## src/verilog/mmes_pkg.sv

```systemverilog
// Constants and types for the monitor mode entry select block
// Function
// RQ1: Both vector bytes all ones means blank
// RQ2: High-voltage entry: divider pin picks two/four
// RQ3: Host supplies matching oscillator for high voltage
// RQ4: High-voltage entry bypasses crystal oscillator
// RQ5: Blank, interrupt high: loop off, divide four
// RQ6: Blank, interrupt low: loop on, base select
// RQ7: Low-voltage entry ignores straps and divider pin
// RQ8: Host sets strap pins and serial pin
// RQ9: Serial pin high selects serial, else parallel
// RQ10: In reset: no clock, watchdog off
// RQ11: Programmed vector needs high voltage, else user
// RQ12: Single wired-OR pin, only pull low
// RQ13: Standard mark/space NRZ framing on pin
// RQ14: Decide after power-on; every entry gives 9600
// RQ15: Mode latched at reset release edge
// RQ16: Blank-vector monitor keeps watchdog always off
// RQ17: Entry conditions held once per reset
package mmes_pkg;

	// Reset vector blank pattern, one byte of each vector half
	localparam logic [7:0] MMES_BLANK_BYTE = 8'hff;

	// Register byte offsets on the bus, low address byte decoded
	localparam logic [7:0] MMES_STATUS_OFS = 8'h00;
	localparam logic [7:0] MMES_CONTROL_OFS = 8'h04;
	localparam logic [7:0] MMES_VECTOR_OFS = 8'h08;

	// Control register fields and value after reset
	localparam int MMES_CTRL_TX_LOW_BIT = 0;
	localparam int MMES_CTRL_BAUD_EN_BIT = 1;
	localparam logic [1:0] MMES_CONTROL_RST = 2'h2;

	// Status register field positions
	localparam int MMES_ST_MODE_LSB = 0;
	localparam int MMES_ST_MONITOR_BIT = 2;
	localparam int MMES_ST_SERIAL_BIT = 3;
	localparam int MMES_ST_BLANK_BIT = 4;
	localparam int MMES_ST_STRAPS_BIT = 5;
	localparam int MMES_ST_DIVSEL_BIT = 6;
	localparam int MMES_ST_WDOG_OFF_BIT = 7;
	localparam int MMES_ST_PIN_BIT = 8;
	localparam int MMES_ST_HELD_BIT = 9;
	localparam int MMES_ST_STICKY_BIT = 10;

	// Clock rates for the monitor link
	localparam int MMES_BUS_HZ = 2457600;
	localparam int MMES_BAUD = 9600;
	localparam int MMES_SLOW_OSC_HZ = 4915200;
	localparam int MMES_FAST_OSC_HZ = 9830400;
	localparam int MMES_CRYSTAL_HZ = 32768;

	// Divider ratios, in cycles of the source tick
	localparam logic [8:0] MMES_DIV_TWO = 9'h002;
	localparam logic [8:0] MMES_DIV_FOUR = 9'h004;
	localparam logic [8:0] MMES_BAUD_DIV = 9'(MMES_BUS_HZ / MMES_BAUD);

	// Entry decision held once per reset
	typedef enum logic [1:0] {
		MMES_MODE_USER = 2'b00,
		MMES_MODE_MON_HV = 2'b01,
		MMES_MODE_MON_VDD = 2'b10,
		MMES_MODE_MON_LOOP = 2'b11
	} mmes_mode_type;

	// Capture sequencer
	typedef enum logic [0:0] {
		MMES_ST_WAIT = 1'b0,
		MMES_ST_HELD = 1'b1
	} mmes_cap_type;

endpackage

```

## src/verilog/mmes_top.sv

```systemverilog
// Monitor mode entry select: decision, clock choice, watchdog, serial pin
`timescale 1ns/1ps
module mmes_top import mmes_pkg::*; (
	input wire logic clk_sys_i,
	input wire logic rst_n_i,
	input wire logic por_n_i,
	input wire logic test_high_voltage_i,
	input wire logic irq_pin_i,
	input wire logic reset_high_voltage_i,
	input wire logic [7:0] vector_hi_byte_i,
	input wire logic [7:0] vector_lo_byte_i,
	input wire logic entry_strap_pin_one_i,
	input wire logic entry_strap_pin_two_i,
	input wire logic divider_select_pin_i,
	input wire logic loop_clock_en_i,
	input wire logic monitor_serial_pin_i,
	output logic monitor_serial_pin_o,
	output logic monitor_serial_pin_oe_o,
	output logic monitor_mode_o,
	output logic serial_comm_o,
	output logic oscillator_bypass_o,
	output logic base_clock_select_o,
	output logic watchdog_disable_o,
	output logic bus_clk_en_o,
	output logic baud_tick_o,
	input wire logic hsel_i,
	input wire logic [31:0] haddr_i,
	input wire logic [1:0] htrans_i,
	input wire logic hwrite_i,
	input wire logic [2:0] hsize_i,
	input wire logic [31:0] hwdata_i,
	input wire logic hready_i,
	output logic [31:0] hrdata_o,
	output logic hreadyout_o,
	output logic hresp_o
);
	mmes_cap_type cap_q;
	mmes_mode_type mode_q;
	mmes_mode_type mode_d;
	logic vector_blank;
	logic blank_q;
	logic serial_q;
	logic divsel_q;
	logic straps_ok_q;
	logic hv_entry_q;
	logic sticky_blank_q;
	logic [15:0] vector_q;
	logic capture;
	logic held;
	logic monitor;
	logic wdog_off_q;
	logic [1:0] ctrl_q;
	logic wr_ctrl;
	logic [31:0] wr_data;
	logic [31:0] status_word;
	logic div_run;
	logic div_tick;
	logic [8:0] div_ratio;
	logic bus_en;
	logic baud_en;

	// Blank means both vector bytes still hold the erased pattern
	// RQ1: blank vector test
	assign vector_blank = (vector_hi_byte_i == MMES_BLANK_BYTE) &&
		(vector_lo_byte_i == MMES_BLANK_BYTE);

	// Entry decision from the live pins, only used on the capture edge
	always_comb begin
		mode_d = MMES_MODE_USER;
		// RQ11: high voltage wins
		if (test_high_voltage_i) begin
			mode_d = MMES_MODE_MON_HV;
		end else if (vector_blank && !reset_high_voltage_i) begin
			// RQ5: interrupt high
			// RQ6: interrupt low
			mode_d = irq_pin_i ? MMES_MODE_MON_VDD : MMES_MODE_MON_LOOP;
		end
	end

	// Sequencer: waits for the first edge after reset release, then holds
	// RQ15: latch at release
	always_ff @(posedge clk_sys_i or negedge rst_n_i) begin
		if (!rst_n_i) begin
			cap_q <= MMES_ST_WAIT;
		end else begin
			case (cap_q)
				MMES_ST_WAIT: cap_q <= MMES_ST_HELD;
				MMES_ST_HELD: cap_q <= MMES_ST_HELD;
				default: cap_q <= MMES_ST_WAIT;
			endcase
		end
	end

	assign capture = (cap_q == MMES_ST_WAIT);
	assign held = (cap_q == MMES_ST_HELD);

	// A pin reset does not leave a blank-vector monitor session;
	// only a power-on reset clears this flag, so it has its own reset
	// RQ14: power-on decision
	always_ff @(posedge clk_sys_i or negedge por_n_i) begin
		if (!por_n_i) begin
			sticky_blank_q <= 1'b0;
		end else if (capture && (mode_d == MMES_MODE_MON_VDD ||
			mode_d == MMES_MODE_MON_LOOP) && !sticky_blank_q) begin
			sticky_blank_q <= 1'b1;
		end
	end

	// Mode held once per reset; a sticky session skips capture and leaves mode_q at user
	// RQ17: hold entry mode
	always_ff @(posedge clk_sys_i or negedge rst_n_i) begin
		if (!rst_n_i) begin
			mode_q <= MMES_MODE_USER;
		end else if (capture && !sticky_blank_q) begin
			mode_q <= mode_d;
		end
	end

	// Sticky session must survive the pin reset that clears mode_q
	always_ff @(posedge clk_sys_i or negedge por_n_i) begin
		if (!por_n_i) begin
			hv_entry_q <= 1'b0;
		end else if (capture && !sticky_blank_q) begin
			hv_entry_q <= (mode_d == MMES_MODE_MON_LOOP);
		end
	end

	// Remaining entry levels held together with the mode
	// RQ17: hold pin levels
	always_ff @(posedge clk_sys_i or negedge rst_n_i) begin
		if (!rst_n_i) begin
			blank_q <= 1'b0;
			serial_q <= 1'b0;
			divsel_q <= 1'b0;
			straps_ok_q <= 1'b0;
			vector_q <= 16'h0000;
		end else if (capture) begin
			blank_q <= vector_blank;
			// RQ9: serial pin choice
			serial_q <= monitor_serial_pin_i;
			divsel_q <= divider_select_pin_i;
			// RQ8: host strap levels
			straps_ok_q <= !entry_strap_pin_two_i && entry_strap_pin_one_i;
			vector_q <= {vector_hi_byte_i, vector_lo_byte_i};
		end
	end

	// Effective mode: a sticky blank session restores its own mode
	always_comb begin
		if (held && sticky_blank_q && mode_q == MMES_MODE_USER) begin
			monitor = 1'b1;
		end else begin
			monitor = held && (mode_q != MMES_MODE_USER);
		end
	end

	// Watchdog control; off throughout reset and until the mode is held
	always_ff @(posedge clk_sys_i or negedge rst_n_i) begin
		if (!rst_n_i) begin
			// RQ10: watchdog off in reset
			wdog_off_q <= 1'b1;
		end else if (!held) begin
			wdog_off_q <= 1'b1;
		end else if (sticky_blank_q) begin
			// RQ16: blank entry always off
			wdog_off_q <= 1'b1;
		end else if (mode_q == MMES_MODE_MON_HV) begin
			wdog_off_q <= test_high_voltage_i | reset_high_voltage_i;
		end else begin
			wdog_off_q <= 1'b0;
		end
	end

	// Clock source and ratio; the loop path counts loop ticks, not cycles
	// RQ7: divider pin ignored
	always_comb begin
		div_tick = 1'b1;
		div_ratio = MMES_DIV_FOUR;
		if (monitor && mode_q == MMES_MODE_MON_HV) begin
			// RQ2: two or four
			div_ratio = divsel_q ? MMES_DIV_FOUR : MMES_DIV_TWO;
		end else if (monitor && (mode_q == MMES_MODE_MON_LOOP ||
			(sticky_blank_q && hv_entry_q))) begin
			// RQ6: loop clock source
			div_tick = loop_clock_en_i;
		end
	end

	// No bus clock at all before the mode is held
	// RQ10: no bus clock
	assign div_run = held;

	mmes_divider u_bus_div (
		.clk_sys_i(clk_sys_i),
		.rst_n_i(rst_n_i),
		.run_i(div_run),
		.tick_i(div_tick),
		.ratio_i(div_ratio),
		.pulse_o(bus_en)
	);

	// Every entry set yields the same bus rate, so one ratio gives 9600
	// RQ14: fixed baud
	mmes_divider u_baud_div (
		.clk_sys_i(clk_sys_i),
		.rst_n_i(rst_n_i),
		.run_i(monitor & serial_q & ctrl_q[MMES_CTRL_BAUD_EN_BIT]),
		.tick_i(bus_en),
		.ratio_i(MMES_BAUD_DIV),
		.pulse_o(baud_en)
	);

	// Control register written by software over the bus
	always_ff @(posedge clk_sys_i or negedge rst_n_i) begin
		if (!rst_n_i) begin
			ctrl_q <= MMES_CONTROL_RST;
		end else if (wr_ctrl) begin
			ctrl_q <= wr_data[1:0];
		end
	end

	// Open-drain drive: only ever pull low, the pullup makes the mark
	// RQ12: pull low only
	// RQ13: NRZ bit levels
	always_ff @(posedge clk_sys_i or negedge rst_n_i) begin
		if (!rst_n_i) begin
			monitor_serial_pin_oe_o <= 1'b0;
		end else begin
			monitor_serial_pin_oe_o <= monitor & serial_q & ctrl_q[MMES_CTRL_TX_LOW_BIT];
		end
	end

	assign monitor_serial_pin_o = 1'b0;

	// Registered mode outputs
	// RQ4: bypass on high voltage
	always_ff @(posedge clk_sys_i or negedge rst_n_i) begin
		if (!rst_n_i) begin
			monitor_mode_o <= 1'b0;
			serial_comm_o <= 1'b0;
			oscillator_bypass_o <= 1'b0;
			base_clock_select_o <= 1'b0;
		end else begin
			monitor_mode_o <= monitor;
			serial_comm_o <= monitor & serial_q;
			oscillator_bypass_o <= monitor && (mode_q == MMES_MODE_MON_HV);
			// RQ5: loop stays off
			base_clock_select_o <= monitor && (mode_q == MMES_MODE_MON_LOOP ||
				(sticky_blank_q && hv_entry_q));
		end
	end

	assign watchdog_disable_o = wdog_off_q;
	assign bus_clk_en_o = bus_en;
	assign baud_tick_o = baud_en;

	// Status word gathers the held decision and live pin level
	always_comb begin
		status_word = 32'h0000_0000;
		status_word[MMES_ST_MODE_LSB +: 2] = mode_q;
		status_word[MMES_ST_MONITOR_BIT] = monitor;
		status_word[MMES_ST_SERIAL_BIT] = serial_q;
		status_word[MMES_ST_BLANK_BIT] = blank_q;
		status_word[MMES_ST_STRAPS_BIT] = straps_ok_q;
		status_word[MMES_ST_DIVSEL_BIT] = divsel_q;
		status_word[MMES_ST_WDOG_OFF_BIT] = wdog_off_q;
		status_word[MMES_ST_PIN_BIT] = monitor_serial_pin_i;
		status_word[MMES_ST_HELD_BIT] = held;
		status_word[MMES_ST_STICKY_BIT] = sticky_blank_q;
	end

	mmes_ahb_slave u_bus (
		.clk_sys_i(clk_sys_i),
		.rst_n_i(rst_n_i),
		.hsel_i(hsel_i),
		.haddr_i(haddr_i),
		.htrans_i(htrans_i),
		.hwrite_i(hwrite_i),
		.hsize_i(hsize_i),
		.hwdata_i(hwdata_i),
		.hready_i(hready_i),
		.hrdata_o(hrdata_o),
		.hreadyout_o(hreadyout_o),
		.hresp_o(hresp_o),
		.status_i(status_word),
		.control_i({30'h0000_0000, ctrl_q}),
		.vector_i({16'h0000, vector_q}),
		.wr_ctrl_o(wr_ctrl),
		.wr_data_o(wr_data)
	);
endmodule

```

## src/verilog/mmes_divider.sv

```systemverilog
// Enable pulse divider counting ticks of a source enable
`timescale 1ns/1ps
module mmes_divider import mmes_pkg::*; (
	input wire logic clk_sys_i,
	input wire logic rst_n_i,
	input wire logic run_i,
	input wire logic tick_i,
	input wire logic [8:0] ratio_i,
	output logic pulse_o
);
	logic [8:0] count_q;
	logic wrap;

	assign wrap = (count_q >= ratio_i - 9'h001);

	// Counter restarts whenever run drops, so a new ratio starts clean
	always_ff @(posedge clk_sys_i or negedge rst_n_i) begin
		if (!rst_n_i) begin
			count_q <= 9'h000;
		end else if (!run_i) begin
			count_q <= 9'h000;
		end else if (tick_i) begin
			count_q <= wrap ? 9'h000 : count_q + 9'h001;
		end
	end

	// One-cycle pulse on the last tick of each period
	always_ff @(posedge clk_sys_i or negedge rst_n_i) begin
		if (!rst_n_i) begin
			pulse_o <= 1'b0;
		end else begin
			pulse_o <= run_i & tick_i & wrap;
		end
	end
endmodule

```

## src/verilog/mmes_ahb_slave.sv

```systemverilog
// AHB-Lite slave front end with zero wait states
`timescale 1ns/1ps
module mmes_ahb_slave import mmes_pkg::*; (
	input wire logic clk_sys_i,
	input wire logic rst_n_i,
	input wire logic hsel_i,
	input wire logic [31:0] haddr_i,
	input wire logic [1:0] htrans_i,
	input wire logic hwrite_i,
	input wire logic [2:0] hsize_i,
	input wire logic [31:0] hwdata_i,
	input wire logic hready_i,
	output logic [31:0] hrdata_o,
	output logic hreadyout_o,
	output logic hresp_o,
	input wire logic [31:0] status_i,
	input wire logic [31:0] control_i,
	input wire logic [31:0] vector_i,
	output logic wr_ctrl_o,
	output logic [31:0] wr_data_o
);
	logic take;
	logic wr_pend_q;
	logic [31:0] rd_mux;

	// Only whole-word, non-idle transfers to this slave are taken
	assign take = hsel_i & htrans_i[1] & hready_i & (hsize_i == 3'h2);
	assign hreadyout_o = 1'b1;
	assign hresp_o = 1'b0;
	assign wr_ctrl_o = wr_pend_q;
	assign wr_data_o = hwdata_i;

	// Unmapped offsets read as zero
	always_comb begin
		case (haddr_i[7:0])
			MMES_STATUS_OFS: rd_mux = status_i;
			MMES_CONTROL_OFS: rd_mux = control_i;
			MMES_VECTOR_OFS: rd_mux = vector_i;
			default: rd_mux = 32'h0000_0000;
		endcase
	end

	// Write lands in the data phase, when hwdata is valid
	always_ff @(posedge clk_sys_i or negedge rst_n_i) begin
		if (!rst_n_i) begin
			wr_pend_q <= 1'b0;
		end else begin
			wr_pend_q <= take & hwrite_i & (haddr_i[7:0] == MMES_CONTROL_OFS);
		end
	end

	// Read data sampled at the address phase and held through the data phase
	always_ff @(posedge clk_sys_i or negedge rst_n_i) begin
		if (!rst_n_i) begin
			hrdata_o <= 32'h0000_0000;
		end else if (take & !hwrite_i) begin
			hrdata_o <= rd_mux;
		end
	end
endmodule

```

## config.mk

```make
export PLATFORM = sky130hd
export DESIGN_NAME = mmes_top
export DESIGN_NICKNAME = d
export VERILOG_FILES = /design/src/verilog/mmes_pkg.sv /design/src/verilog/mmes_top.sv /design/src/verilog/mmes_divider.sv /design/src/verilog/mmes_ahb_slave.sv
export SDC_FILE = /design/constraint.sdc
export NUM_CORES = 1
export LEC_CHECK = 0
export ABC_AREA = 1
export BUFFER_PORTS_ARGS = -buffer_cell sky130_fd_sc_hd__buf_2
export CORE_MARGIN = 3
export CORE_UTILIZATION = 53
export DETAILED_ROUTE_END_ITERATION = 16
export PLACE_DENSITY_LB_ADDON = 0.15
export SLEW_MARGIN = 10
export SYNTH_ARGS = -nofsm -noshare
export SYNTH_HDL_FRONTEND = slang
export SYNTH_SLANG_ARGS = --single-unit
```

## constraint.sdc

```tcl
create_clock -name clk_sys_i -period 4.8 [get_ports clk_sys_i]
set_input_delay 0.48 -clock clk_sys_i [delete_from_list [all_inputs] [get_ports clk_sys_i]]
set_output_delay 0.48 -clock clk_sys_i [all_outputs]
set_load 0.01 [all_outputs]
```

# Word level (Yosys, flattened, before mapping)
# Cells that the tools add are included.
classes:
  addsub: 3
  magnitude_cmp: 2
  eq_ne: 11
  n_mux: 18
  bitwise_logic: 15
  n_reduce_logical: 21
op_table:
  columns: ["op", "count"]
  rows:
  - ["two-way mux 9 bit", 6]
  - ["case mux 16 bit (3 select lines)", 1]
  - ["adder 9 x 1 -> 9 bit (second input constant)", 2]
  - ["equality test 8 bit (second input constant)", 2]
  - ["bitwise AND 1 bit", 13]
  - ["logical AND 1 bit", 12]
  - ["greater-or-equal comparator 9 x 8 -> 1 bit (second input constant)", 1]
  - ["greater-or-equal comparator 9 bit", 1]
  - ["equality test 8 x 3 -> 1 bit (second input constant)", 1]
  - ["equality test 8 x 4 -> 1 bit (second input constant)", 1]
  - ["zero test 8 bit", 1]
  - ["two-way mux 1 bit", 7]
  - ["equality test 2 bit (second input constant)", 3]
  - ["two-way mux 3 bit", 2]
  - ["zero test 1 bit", 4]
  - ["two-way mux 2 bit", 2]
  - ["subtractor 3 x 1 -> 4 bit (second input constant)", 1]
  - ["equality test 3 x 2 -> 1 bit (second input constant)", 1]
  - ["equality test 2 x 1 -> 1 bit (second input constant)", 1]
  - ["zero test 2 bit", 1]
  - ["logical OR 1 bit", 2]
  - ["inequality test 2 x 1 -> 1 bit (second input constant)", 1]
  - ["inequality test 2 bit (second input constant)", 1]
  - ["nonzero test 2 bit", 1]
  - ["other kinds (2)", 2]
totals:
  reg_bits: 86
  output_inout_bits: 43
  word_cells: 92

# Depth between registers and ports, before layout
# Gate-level depths: netlist (run 1).
depth:
  ltp_word: 10
  mapped_depth: 13
  ltp_nobuf: 13

# Cells and area by module
# From an unflattened synthesis (run 1), not the netlist that was laid out.
hier_totals:
  hier_cells: 793
  area_unflattened_um2: 5869.4
by_module_without_submodules:
  columns: ["module", "instances", "cells_per_inst", "area_per_inst_um2"]
  rows:
  - ["mmes_ahb_slave", 1, 340, 2522.4]
  - ["mmes_top", 1, 159, 1335.0]
  - ["mmes_divider at u_bus_div", 1, 147, 1007.2]
  - ["mmes_divider at u_baud_div", 1, 147, 1004.7]

# Least setup slack after synthesis (run 1)
# Ideal clock, no wire load.
synth_path:
  path_type: "register to register"
  startpoint: "register mode_q[1]"
  endpoint: "register u_bus_div.count_q[0]"
  arrival_time_ns: 1.481
  t_required_ns: 4.735
  slack_ns: 3.253
  path_stages_with_launch: 12
  path_cell_list: "dfrtp_1 > inv_1 > nand3_1 > nor2_1 > ha_1 > nand2_1 > nor2_1 > nand3_1 > nand3_1 > nor2_2 > nand2_1 > nand2_1"
synth_via:
  elab_chain_len: 10
synth_lines:
  columns: ["item", "line", "text"]
  rows:
  - ["start: declaration", "mmes_top.sv:38", "mmes_mode_type mode_q;"]
  - ["start signal: assignment", "mmes_top.sv:115", "mode_q <= mode_d;"]
  - ["nonzero test 2 bit or zero test 2 bit (tied branches)", "mmes_top.sv:153, mmes_top.sv:150", null]
  - ["logical AND 1 bit (on tied branches)", "mmes_top.sv:153, mmes_top.sv:150", null]
  - ["two-way mux 1 bit", "mmes_top.sv:150", "if (held && sticky_blank_q && mode_q == MMES_MODE_USER) begin"]
  - ["logical AND 1 bit", "mmes_top.sv:179", "if (monitor && mode_q == MMES_MODE_MON_HV) begin"]
  - ["two-way mux 3 bit", "mmes_top.sv:179", null]
  - ["subtractor 3 x 1 -> 4 bit", "mmes_divider.sv:14", "assign wrap = (count_q >= ratio_i - 9'h001);"]
  - ["greater-or-equal comparator 9 bit", "mmes_divider.sv:14", null]
  - ["two-way mux 9 bit", "mmes_divider.sv:23", "count_q <= wrap ? 9'h000 : count_q + 9'h001;"]
  - ["two-way mux 9 bit", "mmes_divider.sv:22", "end else if (tick_i) begin"]
  - ["two-way mux 9 bit", "mmes_divider.sv:20", "end else if (!run_i) begin"]
  - ["end signal: assignment", "mmes_divider.sv:23", null]
  - ["end: declaration", "mmes_divider.sv:11", "logic [8:0] count_q;"]
# Parallel ways exist; a longest one is shown, timed or not. The select of a mux whose other input is x is not followed.
# A chain may end at the register's enable or synchronous reset.

# Worst setup path in the final report (run 1)
layout_path:
  startpoint: "register cap_q"
  endpoint: "register u_bus_div.count_q[2]"
layout_via:
  elab_chain_len: 10
layout_lines:
  columns: ["item", "line", "text"]
  rows:
  - ["start: declaration", "mmes_top.sv:37", "mmes_cap_type cap_q;"]
  - ["start signal: assignment", "mmes_top.sv:84", "cap_q <= MMES_ST_WAIT;"]
  - ["start signal: assignment", "mmes_top.sv:87", "MMES_ST_WAIT: cap_q <= MMES_ST_HELD;"]
  - ["start signal: assignment", "mmes_top.sv:88", "MMES_ST_HELD: cap_q <= MMES_ST_HELD;"]
  - ["logical AND 1 bit (2 in series)", "mmes_top.sv:150", null]
  - ["two-way mux 1 bit", "mmes_top.sv:150", null]
  - ["logical AND 1 bit", "mmes_top.sv:179", null]
  - ["two-way mux 3 bit", "mmes_top.sv:179", null]
  - ["subtractor 3 x 1 -> 4 bit", "mmes_divider.sv:14", null]
  - ["greater-or-equal comparator 9 bit", "mmes_divider.sv:14", null]
  - ["two-way mux 9 bit", "mmes_divider.sv:23", null]
  - ["two-way mux 9 bit", "mmes_divider.sv:22", null]
  - ["two-way mux 9 bit", "mmes_divider.sv:20", null]
# Parallel ways exist; a longest one is shown, timed or not. The select of a mux whose other input is x is not followed.

==> report_table.html, run 1 <==
<table>
<tr><th>Metric</th><th>Value</th></tr>
<tr><th colspan="2">Detailed routing</th></tr>
<tr><td>Highest routing layer actually used</td><td>met4</td></tr>
<tr><td>Total Routed Length</td><td>7630 um</td></tr>
<tr><td>Average detailed-routed wire length per instance</td><td>12.1 um</td></tr>
<tr><td>Routed met1 length</td><td>3390 um</td></tr>
<tr><td>DR pass1 iterations</td><td>4</td></tr>
<tr><td>Remaining antenna violation count after routing</td><td>0</td></tr>
<tr><td>Avg Vias per Cell</td><td>4.89</td></tr>
<tr><td>DRC marker count from the first detailed-route iteration</td><td>147</td></tr>
<tr><td>DRC violations left</td><td>0</td></tr>
<tr><td>Detailed-route via count</td><td>3,087</td></tr>
<tr><td>Routed wire length on met2</td><td>3690 um</td></tr>
<tr><td>Sum of met3 wire segment lengths after detailed routing</td><td>361 um</td></tr>
<tr><th colspan="2">Logic synthesis</th></tr>
<tr><td>Prevailing post-synth register cell</td><td>dfrtp_1</td></tr>
<tr><td>Cells after synthesis</td><td>471</td></tr>
<tr><td>Cell taking the most area after synthesis</td><td>dfrtp_1</td></tr>
<tr><td>Xor-xnor portion of the synthesized cell area</td><td>2.16%</td></tr>
<tr><td>Sequential cell area fraction in the yosys report</td><td>48.0%</td></tr>
<tr><td>Largest cells by area after synthesis</td><td>dfrtp_1, nand2_1, inv_1</td></tr>
<tr><td>Syn_area_per_cell</td><td>7.76 um2</td></tr>
<tr><td>Largest family of logic cells by synthesized area</td><td>simple AND/OR/NAND/NOR gates</td></tr>
<tr><td>Simple-gate portion of the synthesized area</td><td>30.6%</td></tr>
<tr><td>Share of synthesized cell area in full adder, half adder and majority cells</td><td>3.77%</td></tr>
<tr><td>Share of the synthesized area in compound gates (AO/OA/AOI/OAI)</td><td>4.83%</td></tr>
<tr><td>Synth top area share</td><td>46.6%</td></tr>
<tr><td>Post-synthesis mux area share</td><td>0%</td></tr>
<tr><td>Async set-or-reset flop fraction in the synthesized netlist</td><td>100%</td></tr>
<tr><td>Most frequent cell after synthesis</td><td>nand2_1</td></tr>
<tr><td>Number of library cell types mapped by synthesis</td><td>31</td></tr>
<tr><td>Number of enable-type register cells in the synthesized netlist</td><td>0</td></tr>
<tr><td>Syn Std Cell Area</td><td>0.00365 mm2</td></tr>
<tr><td>Synth cell count leaders</td><td>nand2_1, dfrtp_1, inv_1</td></tr>
<tr><td>Number of register bits inferred by synthesis</td><td>70</td></tr>
<tr><td>Yosys warnings</td><td>0</td></tr>
<tr><th colspan="2">Timing</th></tr>
<tr><td>Final period util</td><td>49.5%</td></tr>
<tr><td>Worst slew slack as a fraction of its limit</td><td>43.2%</td></tr>
<tr><td>Final-report max-slew violation count</td><td>0</td></tr>
<tr><td>Achievable Freq</td><td>0.421 GHz</td></tr>
<tr><td>Number of hold-slack violations in the final timing report</td><td>0</td></tr>
<tr><td>Setup-violating endpoint count in the final report</td><td>0</td></tr>
<tr><td>Setup repair after global routing missed its margin</td><td>false</td></tr>
<tr><td>PnR worst setup slack</td><td>2.42 ns</td></tr>
<tr><td>Shortest period the worst path allows</td><td>2.38 ns</td></tr>
<tr><td>Setup total negative slack</td><td>0 ns</td></tr>
<tr><td>Worst hold slack</td><td>0.325 ns</td></tr>
<tr><td>Transition time of the tightest slew-check pin</td><td>0.852 ns</td></tr>
<tr><td>Clock skew</td><td>0.00538 ns</td></tr>
<tr><th colspan="2">Clock tree</th></tr>
<tr><td>Cts bufs inserted</td><td>9</td></tr>
<tr><td>Hold-fix buffers at CTS</td><td>1</td></tr>
<tr><td>Clock root cell</td><td>clkbuf_8</td></tr>
<tr><td>Clk Latency, worst-skew pair</td><td>0.34 ns</td></tr>
<tr><td>CTS tree</td><td>built</td></tr>
<tr><td>Num Clock Sinks</td><td>70</td></tr>
<tr><td>Number of H-tree levels</td><td>3</td></tr>
<tr><td>Clk slew on worst S/H paths</td><td>0.07 ns</td></tr>
<tr><td>Max Buffers Root-to-Sink</td><td>2</td></tr>
<tr><td>Total of cells resized after clock tree synthesis</td><td>0</td></tr>
<tr><td>Post-CTS Setup Repair Bufs</td><td>0</td></tr>
<tr><th colspan="2">Critical path</th></tr>
<tr><td>Kind of end point of the critical path</td><td>register</td></tr>
<tr><td>Critical Path, Cell by Cell</td><td>nand3_1, nor2_1, ha_1, nand2_1, nor2_1, nand3_1, nand3_1, nor2_2, nand2_1, nand2_1</td></tr>
<tr><td>CP max stage delay</td><td>0.87 ns</td></tr>
<tr><td>Reg2Reg Depth</td><td>10</td></tr>
<tr><td>Critical path data arrival time</td><td>2.66 ns</td></tr>
<tr><td>Worst-path cell with the longest stage delay</td><td>dfrtp_1</td></tr>
<tr><td>Required time of the critical path</td><td>5.08 ns</td></tr>
<tr><td>Largest fanout on the critical path</td><td>21</td></tr>
<tr><td>Critical path class</td><td>reg2reg</td></tr>
<tr><td>Critical path launch point type</td><td>register</td></tr>
<tr><th colspan="2">Die</th></tr>
<tr><td>Number of top-level pins</td><td>142</td></tr>
<tr><td>Horizontal die dimension</td><td>89.0 um</td></tr>
<tr><td>Die Footprint</td><td>0.00793 mm2</td></tr>
<tr><td>Number of rows in the core area</td><td>29</td></tr>
<tr><td>CORE AREA</td><td>0.00653 mm2</td></tr>
<tr><td>Initial core utilization</td><td>55.9%</td></tr>
<tr><td>Overall die height</td><td>89.0 um</td></tr>
<tr><th colspan="2">Cells and area</th></tr>
<tr><td>Footprint of the multi-input gates</td><td>0.00161 mm2</td></tr>
<tr><td>Area overhead of the layout relative to synthesis</td><td>15.3%</td></tr>
<tr><td>Number of inserted diodes</td><td>0</td></tr>
<tr><td>Final cell count without fillers</td><td>631</td></tr>
<tr><td>Utilization after layout</td><td>64.5%</td></tr>
<tr><td>Layout cell share with drive strength beyond 1</td><td>17.5%</td></tr>
<tr><td>Sequential Area</td><td>0.00175 mm2</td></tr>
<tr><td>Count of fill cells added during filler insertion</td><td>602</td></tr>
<tr><td>Design area</td><td>0.00421 mm2</td></tr>
<tr><td>Final Net Count</td><td>659</td></tr>
<tr><th colspan="2">Min path</th></tr>
<tr><td>Class of the worst hold path</td><td>in2async</td></tr>
<tr><th colspan="2">GRT</th></tr>
<tr><td>Global router's overall resource usage</td><td>21.3%</td></tr>
<tr><td>Antenna violations before repair</td><td>0</td></tr>
<tr><td>Global-route congestion overflow total</td><td>0</td></tr>
<tr><td>Via count of the first global-routing pass</td><td>2,946</td></tr>
<tr><td>Largest net degree at the start of global routing</td><td>69</td></tr>
<tr><td>Wire length of the first global-routing pass</td><td>13,000 um</td></tr>
<tr><th colspan="2">Placed design</th></tr>
<tr><td>Worst slack after detailed placement</td><td>2.43 ns</td></tr>
<tr><td>Weighted congestion at the end of routability-driven global placement</td><td>0.825</td></tr>
<tr><td>Post-Place Cell Area</td><td>0.00400 mm2</td></tr>
<tr><td>Cells after DPL</td><td>614</td></tr>
<tr><td>Count of port buffers added during placement</td><td>67</td></tr>
<tr><td>Detailed-placement wirelength estimate</td><td>5470 um</td></tr>
<tr><th colspan="2">Pwr</th></tr>
<tr><td>Peak ir drop on the vdd network</td><td>0.181 mV</td></tr>
<tr><td>Power density cells</td><td>285 mW/mm2</td></tr>
<tr><td>Total power after layout</td><td>1.20 mW</td></tr>
<tr><td>Lkg Pwr</td><td>2.49 nW</td></tr>
<tr><th colspan="2">Job</th></tr>
<tr><td>Max-capacitance violation count</td><td>0</td></tr>
<tr><th colspan="2">Status</th></tr>
<tr><td>Result of the run</td><td>finished, final reports clean</td></tr>
</table>
[cell families (layout without fill, tap and decap cells)]
group	after synthesis	count (layout)
adders and majority gates	11	11
DFF	70	70
other	2	27
AOI/OAI and AO/OA	33	33
buffers and inverters	80	138
and+or+nand+nor	266	266
xor gates and xnor gates	9	9
[worst max-delay path, delay by kind of cell (launching register included)]
family,cells,cell delay (ns)
adder cells (fa/ha/maj),1,0.25
flip-flops,1,0.87
AND/OR/NAND/NOR,9,1.20
[power by group]
group          switching (mW)  internal (mW)  leakage [nW]
clock                   0.212          0.266         0.106
combinational          0.0629         0.0339          1.48
sequential             0.0154          0.610         0.903
total                   0.290          0.910          2.49
[cell usage in the layout (no fill, tap or decap), drive strengths merged, types with 2 or more instances in the layout]
master,netlist,final
nor4,2,2
xor2,9,9
clkbuf,4,12
dfstp,2,2
nand2,203,203
ha,11,11
buf,23,68
nor3,3,3
inv,53,53
nand4,5,5
clkinv,0,3
nand3,24,24
conb,2,27
o21ai,26,26
a21oi,4,4
dfrtp,68,68
nor2,28,28
[flip-flops by register name, indices dropped and copies added (netlist names), 2 cells and up]
| name | count |
|---|---|
| ctrl_q | 2 |
| u_baud_div.count_q | 9 |
| vector_q | 16 |
| mode_q | 2 |
| u_bus.hrdata_o | 16 |
| u_bus_div.count_q | 9 |
[final cells by class]
type                    instances  share of cell area [%]
flip-flops and latches         70                    41.6
repair buffers                 69                    8.37
well taps                      77                    2.29
inverters                      53                    4.72
clock inverters                 4                    1.07
clock buffers                  12                    3.68
multi-input cells             346                    38.2
[layer usage]
metal	vias up	track usage [%]
li1	1569	-
met2	80	35.5
met5	-	0
met1	1422	27.0
met4	0	10.4
met3	16	3.59
[final timing paths]
| path | end | slack, ns | from |
|---|---|---|---|
| worst max-delay path | u_bus_div.count_q[2] | 2.42 | cap_q |
| min in group clk_sys_i | straps_ok_q | 0.33 | entry_strap_pin_two_i |
| worst min register to register | u_bus.hrdata_o[4] | 0.47 | u_bus.hrdata_o[4] |
| max in group asynchronous | u_bus_div.pulse_o | 3.91 | rst_n_i |
| worst min-delay path | u_bus.hrdata_o[1] | 0.32 | rst_n_i |
| worst max register to register | u_bus_div.count_q[2] | 2.42 | cap_q |
No activity file was read; power rests on OpenSTA's default activity.
==> run 2, diff against run 1 <==
--- a/config.mk
+++ b/config.mk
@@ -5,10 +5,10 @@
 export SDC_FILE = /design/constraint.sdc
 export NUM_CORES = 1
 export LEC_CHECK = 0
-export ABC_AREA = 1
+export ABC_AREA = 0
 export BUFFER_PORTS_ARGS = -buffer_cell sky130_fd_sc_hd__buf_2
 export CORE_MARGIN = 3
-export CORE_UTILIZATION = 53
+export CORE_UTILIZATION = 44
 export DETAILED_ROUTE_END_ITERATION = 16
 export PLACE_DENSITY_LB_ADDON = 0.15
 export SLEW_MARGIN = 10
==> constraint.sdc (replaced) <==
create_clock -name clk_sys_i -period 2.1 [get_ports clk_sys_i]
set_input_delay 0.21 -clock clk_sys_i [delete_from_list [all_inputs] [get_ports clk_sys_i]]
set_output_delay 0.21 -clock clk_sys_i [all_outputs]
set_load 0.01 [all_outputs]
==> run 2 against run 1 <==
Effect of this change:
- the run now ends with negative setup slack left
- final area is 4.4% higher
- clock-buffer cell count stayed put
- area after synthesis is 4.8% lower
- combinational power grew to 2.7 times the previous value
- clock skew is 0.0023 ns higher
- power is 150% higher
- wire length is 1.7% lower
- register-to-register slack worse by 2.4 ns
- utilization is 5.4 points lower
- via count is 12% lower
- critical endpoint is now u_bus_div.count_q[3]
- largest cell class unchanged
==> report_table.html, run 2 <==
<table>
<tr><th>Metric</th><th>Value</th></tr>
<tr><th colspan="2">Status</th></tr>
<tr><td>Result of the run</td><td>finished, violations left (was finished, final reports clean)</td></tr>
<tr><td>Failing checks</td><td>negative setup slack</td></tr>
<tr><th colspan="2">Clock tree</th></tr>
<tr><td>Clk slew on worst S/H paths</td><td>0.08 ns (was 0.07 ns)</td></tr>
<tr><td>Max Buffers Root-to-Sink</td><td>2 (unchanged)</td></tr>
<tr><td>Cts bufs inserted</td><td>9 (unchanged)</td></tr>
<tr><td>Clock root cell</td><td>clkbuf_8 (unchanged)</td></tr>
<tr><td>Num Clock Sinks</td><td>70 (unchanged)</td></tr>
<tr><td>Number of H-tree levels</td><td>3 (unchanged)</td></tr>
<tr><td>Clk Latency, worst-skew pair</td><td>0.34 ns (about the same)</td></tr>
<tr><td>CTS tree</td><td>built (unchanged)</td></tr>
<tr><th colspan="2">Logic synthesis</th></tr>
<tr><td>Post-synthesis mux area share</td><td>9.64% (was 0%)</td></tr>
<tr><td>Share of the synthesized area in compound gates (AO/OA/AOI/OAI)</td><td>14.4% (was 4.83%)</td></tr>
<tr><td>Async set-or-reset flop fraction in the synthesized netlist</td><td>100% (unchanged)</td></tr>
<tr><td>Simple-gate portion of the synthesized area</td><td>15.1% (was 30.6%)</td></tr>
<tr><td>Number of library cell types mapped by synthesis</td><td>53 (was 31)</td></tr>
<tr><td>Synth cell count leaders</td><td>dfrtp_1, nand2_1, mux2_2 (was nand2_1, dfrtp_1, inv_1)</td></tr>
<tr><td>Most frequent cell after synthesis</td><td>dfrtp_1 (was nand2_1)</td></tr>
<tr><td>Synth top area share</td><td>48.9% (was 46.6%)</td></tr>
<tr><td>Cells after synthesis</td><td>321 (was 471)</td></tr>
<tr><td>Syn_area_per_cell</td><td>10.8 um2 (was 7.76 um2)</td></tr>
<tr><td>Yosys warnings</td><td>0 (unchanged)</td></tr>
<tr><td>Largest cells by area after synthesis</td><td>dfrtp_1, mux2_2, nand2_1 (was dfrtp_1, nand2_1, inv_1)</td></tr>
<tr><td>Cell taking the most area after synthesis</td><td>dfrtp_1 (unchanged)</td></tr>
<tr><td>Sequential cell area fraction in the yosys report</td><td>50.4% (was 48.0%)</td></tr>
<tr><td>Number of register bits inferred by synthesis</td><td>70 (unchanged)</td></tr>
<tr><td>Largest family of logic cells by synthesized area</td><td>simple AND/OR/NAND/NOR gates (unchanged)</td></tr>
<tr><td>Prevailing post-synth register cell</td><td>dfrtp_1 (unchanged)</td></tr>
<tr><td>Xor-xnor portion of the synthesized cell area</td><td>0% (was 2.16%)</td></tr>
<tr><td>Number of enable-type register cells in the synthesized netlist</td><td>0 (unchanged)</td></tr>
<tr><td>Syn Std Cell Area</td><td>0.00348 mm2 (was 0.00365 mm2)</td></tr>
<tr><td>Share of synthesized cell area in full adder, half adder and majority cells</td><td>3.96% (was 3.77%)</td></tr>
<tr><th colspan="2">Timing</th></tr>
<tr><td>Shortest period the worst path allows</td><td>2.12 ns (was 2.38 ns)</td></tr>
<tr><td>Achievable Freq</td><td>0.472 GHz (was 0.421 GHz)</td></tr>
<tr><td>Final-report max-slew violation count</td><td>0 (unchanged)</td></tr>
<tr><td>PnR worst setup slack</td><td>-0.0204 ns (was 2.42 ns)</td></tr>
<tr><td>Setup total negative slack</td><td>-0.0307 ns (was 0 ns)</td></tr>
<tr><td>Final period util</td><td>101% (was 49.5%)</td></tr>
<tr><td>Setup-violating endpoint count in the final report</td><td>3 (was 0)</td></tr>
<tr><td>Number of hold-slack violations in the final timing report</td><td>0 (unchanged)</td></tr>
<tr><td>Setup repair after global routing missed its margin</td><td>true (was false)</td></tr>
<tr><td>Clock skew</td><td>0.00767 ns (was 0.00538 ns)</td></tr>
<tr><th colspan="2">Pwr</th></tr>
<tr><td>Peak ir drop on the vdd network</td><td>0.602 mV (was 0.181 mV)</td></tr>
<tr><td>Power density cells</td><td>675 mW/mm2 (was 285 mW/mm2)</td></tr>
<tr><td>Lkg Pwr</td><td>2.15 nW (was 2.49 nW)</td></tr>
<tr><th colspan="2">GRT</th></tr>
<tr><td>Largest net degree at the start of global routing</td><td>69 (unchanged)</td></tr>
<tr><td>Global-route congestion overflow total</td><td>0 (unchanged)</td></tr>
<tr><td>Antenna violations before repair</td><td>0 (unchanged)</td></tr>
<tr><td>Via count of the first global-routing pass</td><td>2,579 (was 2,946)</td></tr>
<tr><td>Global router's overall resource usage</td><td>17.6% (was 21.3%)</td></tr>
<tr><td>Wire length of the first global-routing pass</td><td>12,200 um (was 13,000 um)</td></tr>
<tr><th colspan="2">Die</th></tr>
<tr><td>Number of rows in the core area</td><td>31 (was 29)</td></tr>
<tr><td>Die Footprint</td><td>0.00901 mm2 (was 0.00793 mm2)</td></tr>
<tr><td>Overall die height</td><td>94.9 um (was 89.0 um)</td></tr>
<tr><td>Initial core utilization</td><td>46.7% (was 55.9%)</td></tr>
<tr><td>Horizontal die dimension</td><td>94.9 um (was 89.0 um)</td></tr>
<tr><td>Number of top-level pins</td><td>142 (unchanged)</td></tr>
<tr><td>CORE AREA</td><td>0.00745 mm2 (was 0.00653 mm2)</td></tr>
<tr><th colspan="2">Critical path</th></tr>
<tr><td>Reg2Reg Depth</td><td>7 (was 10)</td></tr>
<tr><td>Critical path class</td><td>reg2reg (unchanged)</td></tr>
<tr><td>FF-to-FF setup slack</td><td>-0.02 ns (was 2.42 ns)</td></tr>
<tr><td>Critical Path, Cell by Cell</td><td>nor4_4, ha_1, a21oi_2, nor2_2, o311a_4, or3_4, o311ai_2 (was nand3_1, nor2_1, ha_1, nand2_1, nor2_1, nand3_1, nand3_1, nor2_2, nand2_1, nand2_1)</td></tr>
<tr><td>Worst r2r src</td><td>mode_q[1] (was cap_q)</td></tr>
<tr><td>Critical path launch point type</td><td>register (unchanged)</td></tr>
<tr><td>Critical path data arrival time</td><td>2.36 ns (was 2.66 ns)</td></tr>
<tr><td>WP buf/inv</td><td>0 (unchanged)</td></tr>
<tr><td>Kind of end point of the critical path</td><td>register (unchanged)</td></tr>
<tr><td>CP max stage delay</td><td>0.42 ns (was 0.87 ns)</td></tr>
<tr><td>Cell type group with the largest total delay on the critical path</td><td>simple AND/OR/NAND/NOR gates (unchanged)</td></tr>
<tr><td>Required time of the critical path</td><td>2.34 ns (was 5.08 ns)</td></tr>
<tr><td>Worst-path cell with the longest stage delay</td><td>dfrtp_1 (unchanged)</td></tr>
<tr><td>Largest fanout on the critical path</td><td>4 (was 21)</td></tr>
<tr><td>Critical register-to-register path endpoint</td><td>u_bus_div.count_q[3] (was u_bus_div.count_q[2])</td></tr>
<tr><th colspan="2">Placed design</th></tr>
<tr><td>Detailed-placement wirelength estimate</td><td>5400 um (was 5470 um)</td></tr>
<tr><td>Worst slack after detailed placement</td><td>-0.0827 ns (was 2.43 ns)</td></tr>
<tr><td>Count of port buffers added during placement</td><td>67 (unchanged)</td></tr>
<tr><td>Post-Place Cell Area</td><td>0.00402 mm2 (was 0.00400 mm2)</td></tr>
<tr><td>Cells after DPL</td><td>504 (was 614)</td></tr>
<tr><td>Weighted congestion at the end of routability-driven global placement</td><td>0.792 (was 0.825)</td></tr>
<tr><th colspan="2">Min path</th></tr>
<tr><td>WHS Endpoint</td><td>straps_ok_q</td></tr>
<tr><td>Depth of the worst hold-timing path</td><td>2</td></tr>
<tr><td>Class of the worst hold path</td><td>in2reg (was in2async)</td></tr>
<tr><td>Startpoint of the lowest-slack hold path</td><td>entry_strap_pin_two_i</td></tr>
<tr><th colspan="2">Cells and area</th></tr>
<tr><td>Utilization after layout</td><td>59.1% (was 64.5%)</td></tr>
<tr><td>Final cell count without fillers</td><td>526 (was 631)</td></tr>
<tr><td>Most frequent standard cell in the layout excluding fill and tap cells</td><td>dfrtp_1 (was nand2_1)</td></tr>
<tr><td>Footprint of the multi-input gates</td><td>0.00169 mm2 (was 0.00161 mm2)</td></tr>
<tr><td>Sequential Area</td><td>0.00175 mm2 (unchanged)</td></tr>
<tr><td>Number of inserted diodes</td><td>0 (unchanged)</td></tr>
<tr><td>Count of fill cells added during filler insertion</td><td>644 (was 602)</td></tr>
<tr><td>Layout cell share with drive strength beyond 1</td><td>35.6% (was 17.5%)</td></tr>
<tr><td>Biggest regs</td><td>u_bus.hrdata_o (16), vector_q (16) (unchanged)</td></tr>
<tr><td>Design area</td><td>0.00440 mm2 (was 0.00421 mm2)</td></tr>
<tr><td>Highest-count cells in the layout ignoring fill and taps</td><td>dfrtp_1, buf_2, nand2_1, conb_1, buf_4 (was nand2_1, dfrtp_1, buf_2, inv_1, conb_1)</td></tr>
<tr><td>Final Net Count</td><td>532 (was 659)</td></tr>
<tr><td>Area overhead of the layout relative to synthesis</td><td>26.5% (was 15.3%)</td></tr>
<tr><th colspan="2">Detailed routing</th></tr>
<tr><td>Total Routed Length</td><td>7500 um (was 7630 um)</td></tr>
<tr><td>Detailed-route via count</td><td>2,725 (was 3,087)</td></tr>
<tr><td>Sum of met3 wire segment lengths after detailed routing</td><td>416 um (was 361 um)</td></tr>
<tr><td>Routed wire length on met2</td><td>3600 um (was 3690 um)</td></tr>
<tr><td>DRC marker count from the first detailed-route iteration</td><td>126 (was 147)</td></tr>
<tr><td>Remaining antenna violation count after routing</td><td>0 (unchanged)</td></tr>
<tr><td>DR pass1 iterations</td><td>4 (unchanged)</td></tr>
<tr><td>Average detailed-routed wire length per instance</td><td>14.3 um (was 12.1 um)</td></tr>
<tr><td>Avg Vias per Cell</td><td>5.18 (was 4.89)</td></tr>
<tr><td>Routed met1 length</td><td>3410 um (was 3390 um)</td></tr>
<tr><td>Highest routing layer actually used</td><td>met4 (unchanged)</td></tr>
<tr><td>DRC violations left</td><td>0 (unchanged)</td></tr>
<tr><th colspan="2">Job</th></tr>
<tr><td>Max-capacitance violation count</td><td>0 (unchanged)</td></tr>
</table>
run 2: per-stage QoR:
stage / total power, mW / hold slack (ns)
after floorplan: 1.60 / -0.0856
final: 2.97 / 0.0515
after CTS: 3.00 / 0.0386
after global placement: 1.70 / -0.00316
after detailed placement: 1.70 / -0.00218
after global routing: 3.10 / 0.0549
run 2: where the power goes:
| part | leakage [nW] | internal [mW] | switching (mW) |
|---|---|---|---|
| Clock | 0.119 | 0.771 | 0.515 |
| Sequential | 0.901 | 1.39 | 0.0288 |
| Combinational | 1.13 | 0.117 | 0.144 |
| Total | 2.15 | 2.28 | 0.688 |
run 2: timing repair:
item | CTS | global route
pin swaps | 8 | 15
setup buffers | 3 | 1
hold endpoints to repair | 68 | 0
gates resized for setup | 8 | 14
endpoints found under the setup margin | 10 | 15
hold buffers | 2 | 0
run 2: cell type report:
cell class	instances	area share [%]
well taps	99	2.82
repair buffers	94	12.8
inverters	7	0.597
flip-flops and latches	70	39.9
clock buffers	12	3.75
clock inverters	4	1.73
multi-input cells	240	38.4
run 2: cells by family (layout without fill, tap and decap cells):
kind of cell               count (synthesis)  in the layout
buffers and inverters                     36            117
DFF                                       70             70
adders and majority gates                 11             11
AOI/OAI and AO/OA                         68             68
muxes                                     31             31
and+or+nand+nor                          103            103
other                                      2             27
run 2: worst register-to-register path: stages, from the launching register on:
cell	delay, ns
dfrtp_1	0.42
nor4_4	0.28
ha_1	0.27
a21oi_2	0.14
nor2_2	0.07
o311a_4	0.41
or3_4	0.34
o311ai_2	0.08
run 2: worst max-delay path by stage:
stage | start | slack [ns] | cells after the start | endpoint
floorplan | cap_q | 0.008 | 9 | u_bus_div.count_q[3]
global placement | mode_q[1] | -0.08 | 7 | u_bus_div.count_q[3]
detailed placement | mode_q[1] | -0.08 | 7 | u_bus_div.count_q[3]
CTS | cap_q | 0.01 | 8 | u_bus_div.count_q[2]
global route | mode_q[1] | -0.11 | 9 | u_bus_div.count_q[5]
finish | mode_q[1] | -0.02 | 7 | u_bus_div.count_q[3]
run 2: metal layers:
metal	global-route usage, %	up-vias
li1	-	1328
met2	28.9	68
met5	0	-
met4	4.69	0
met1	22.7	1324
met3	4.94	5
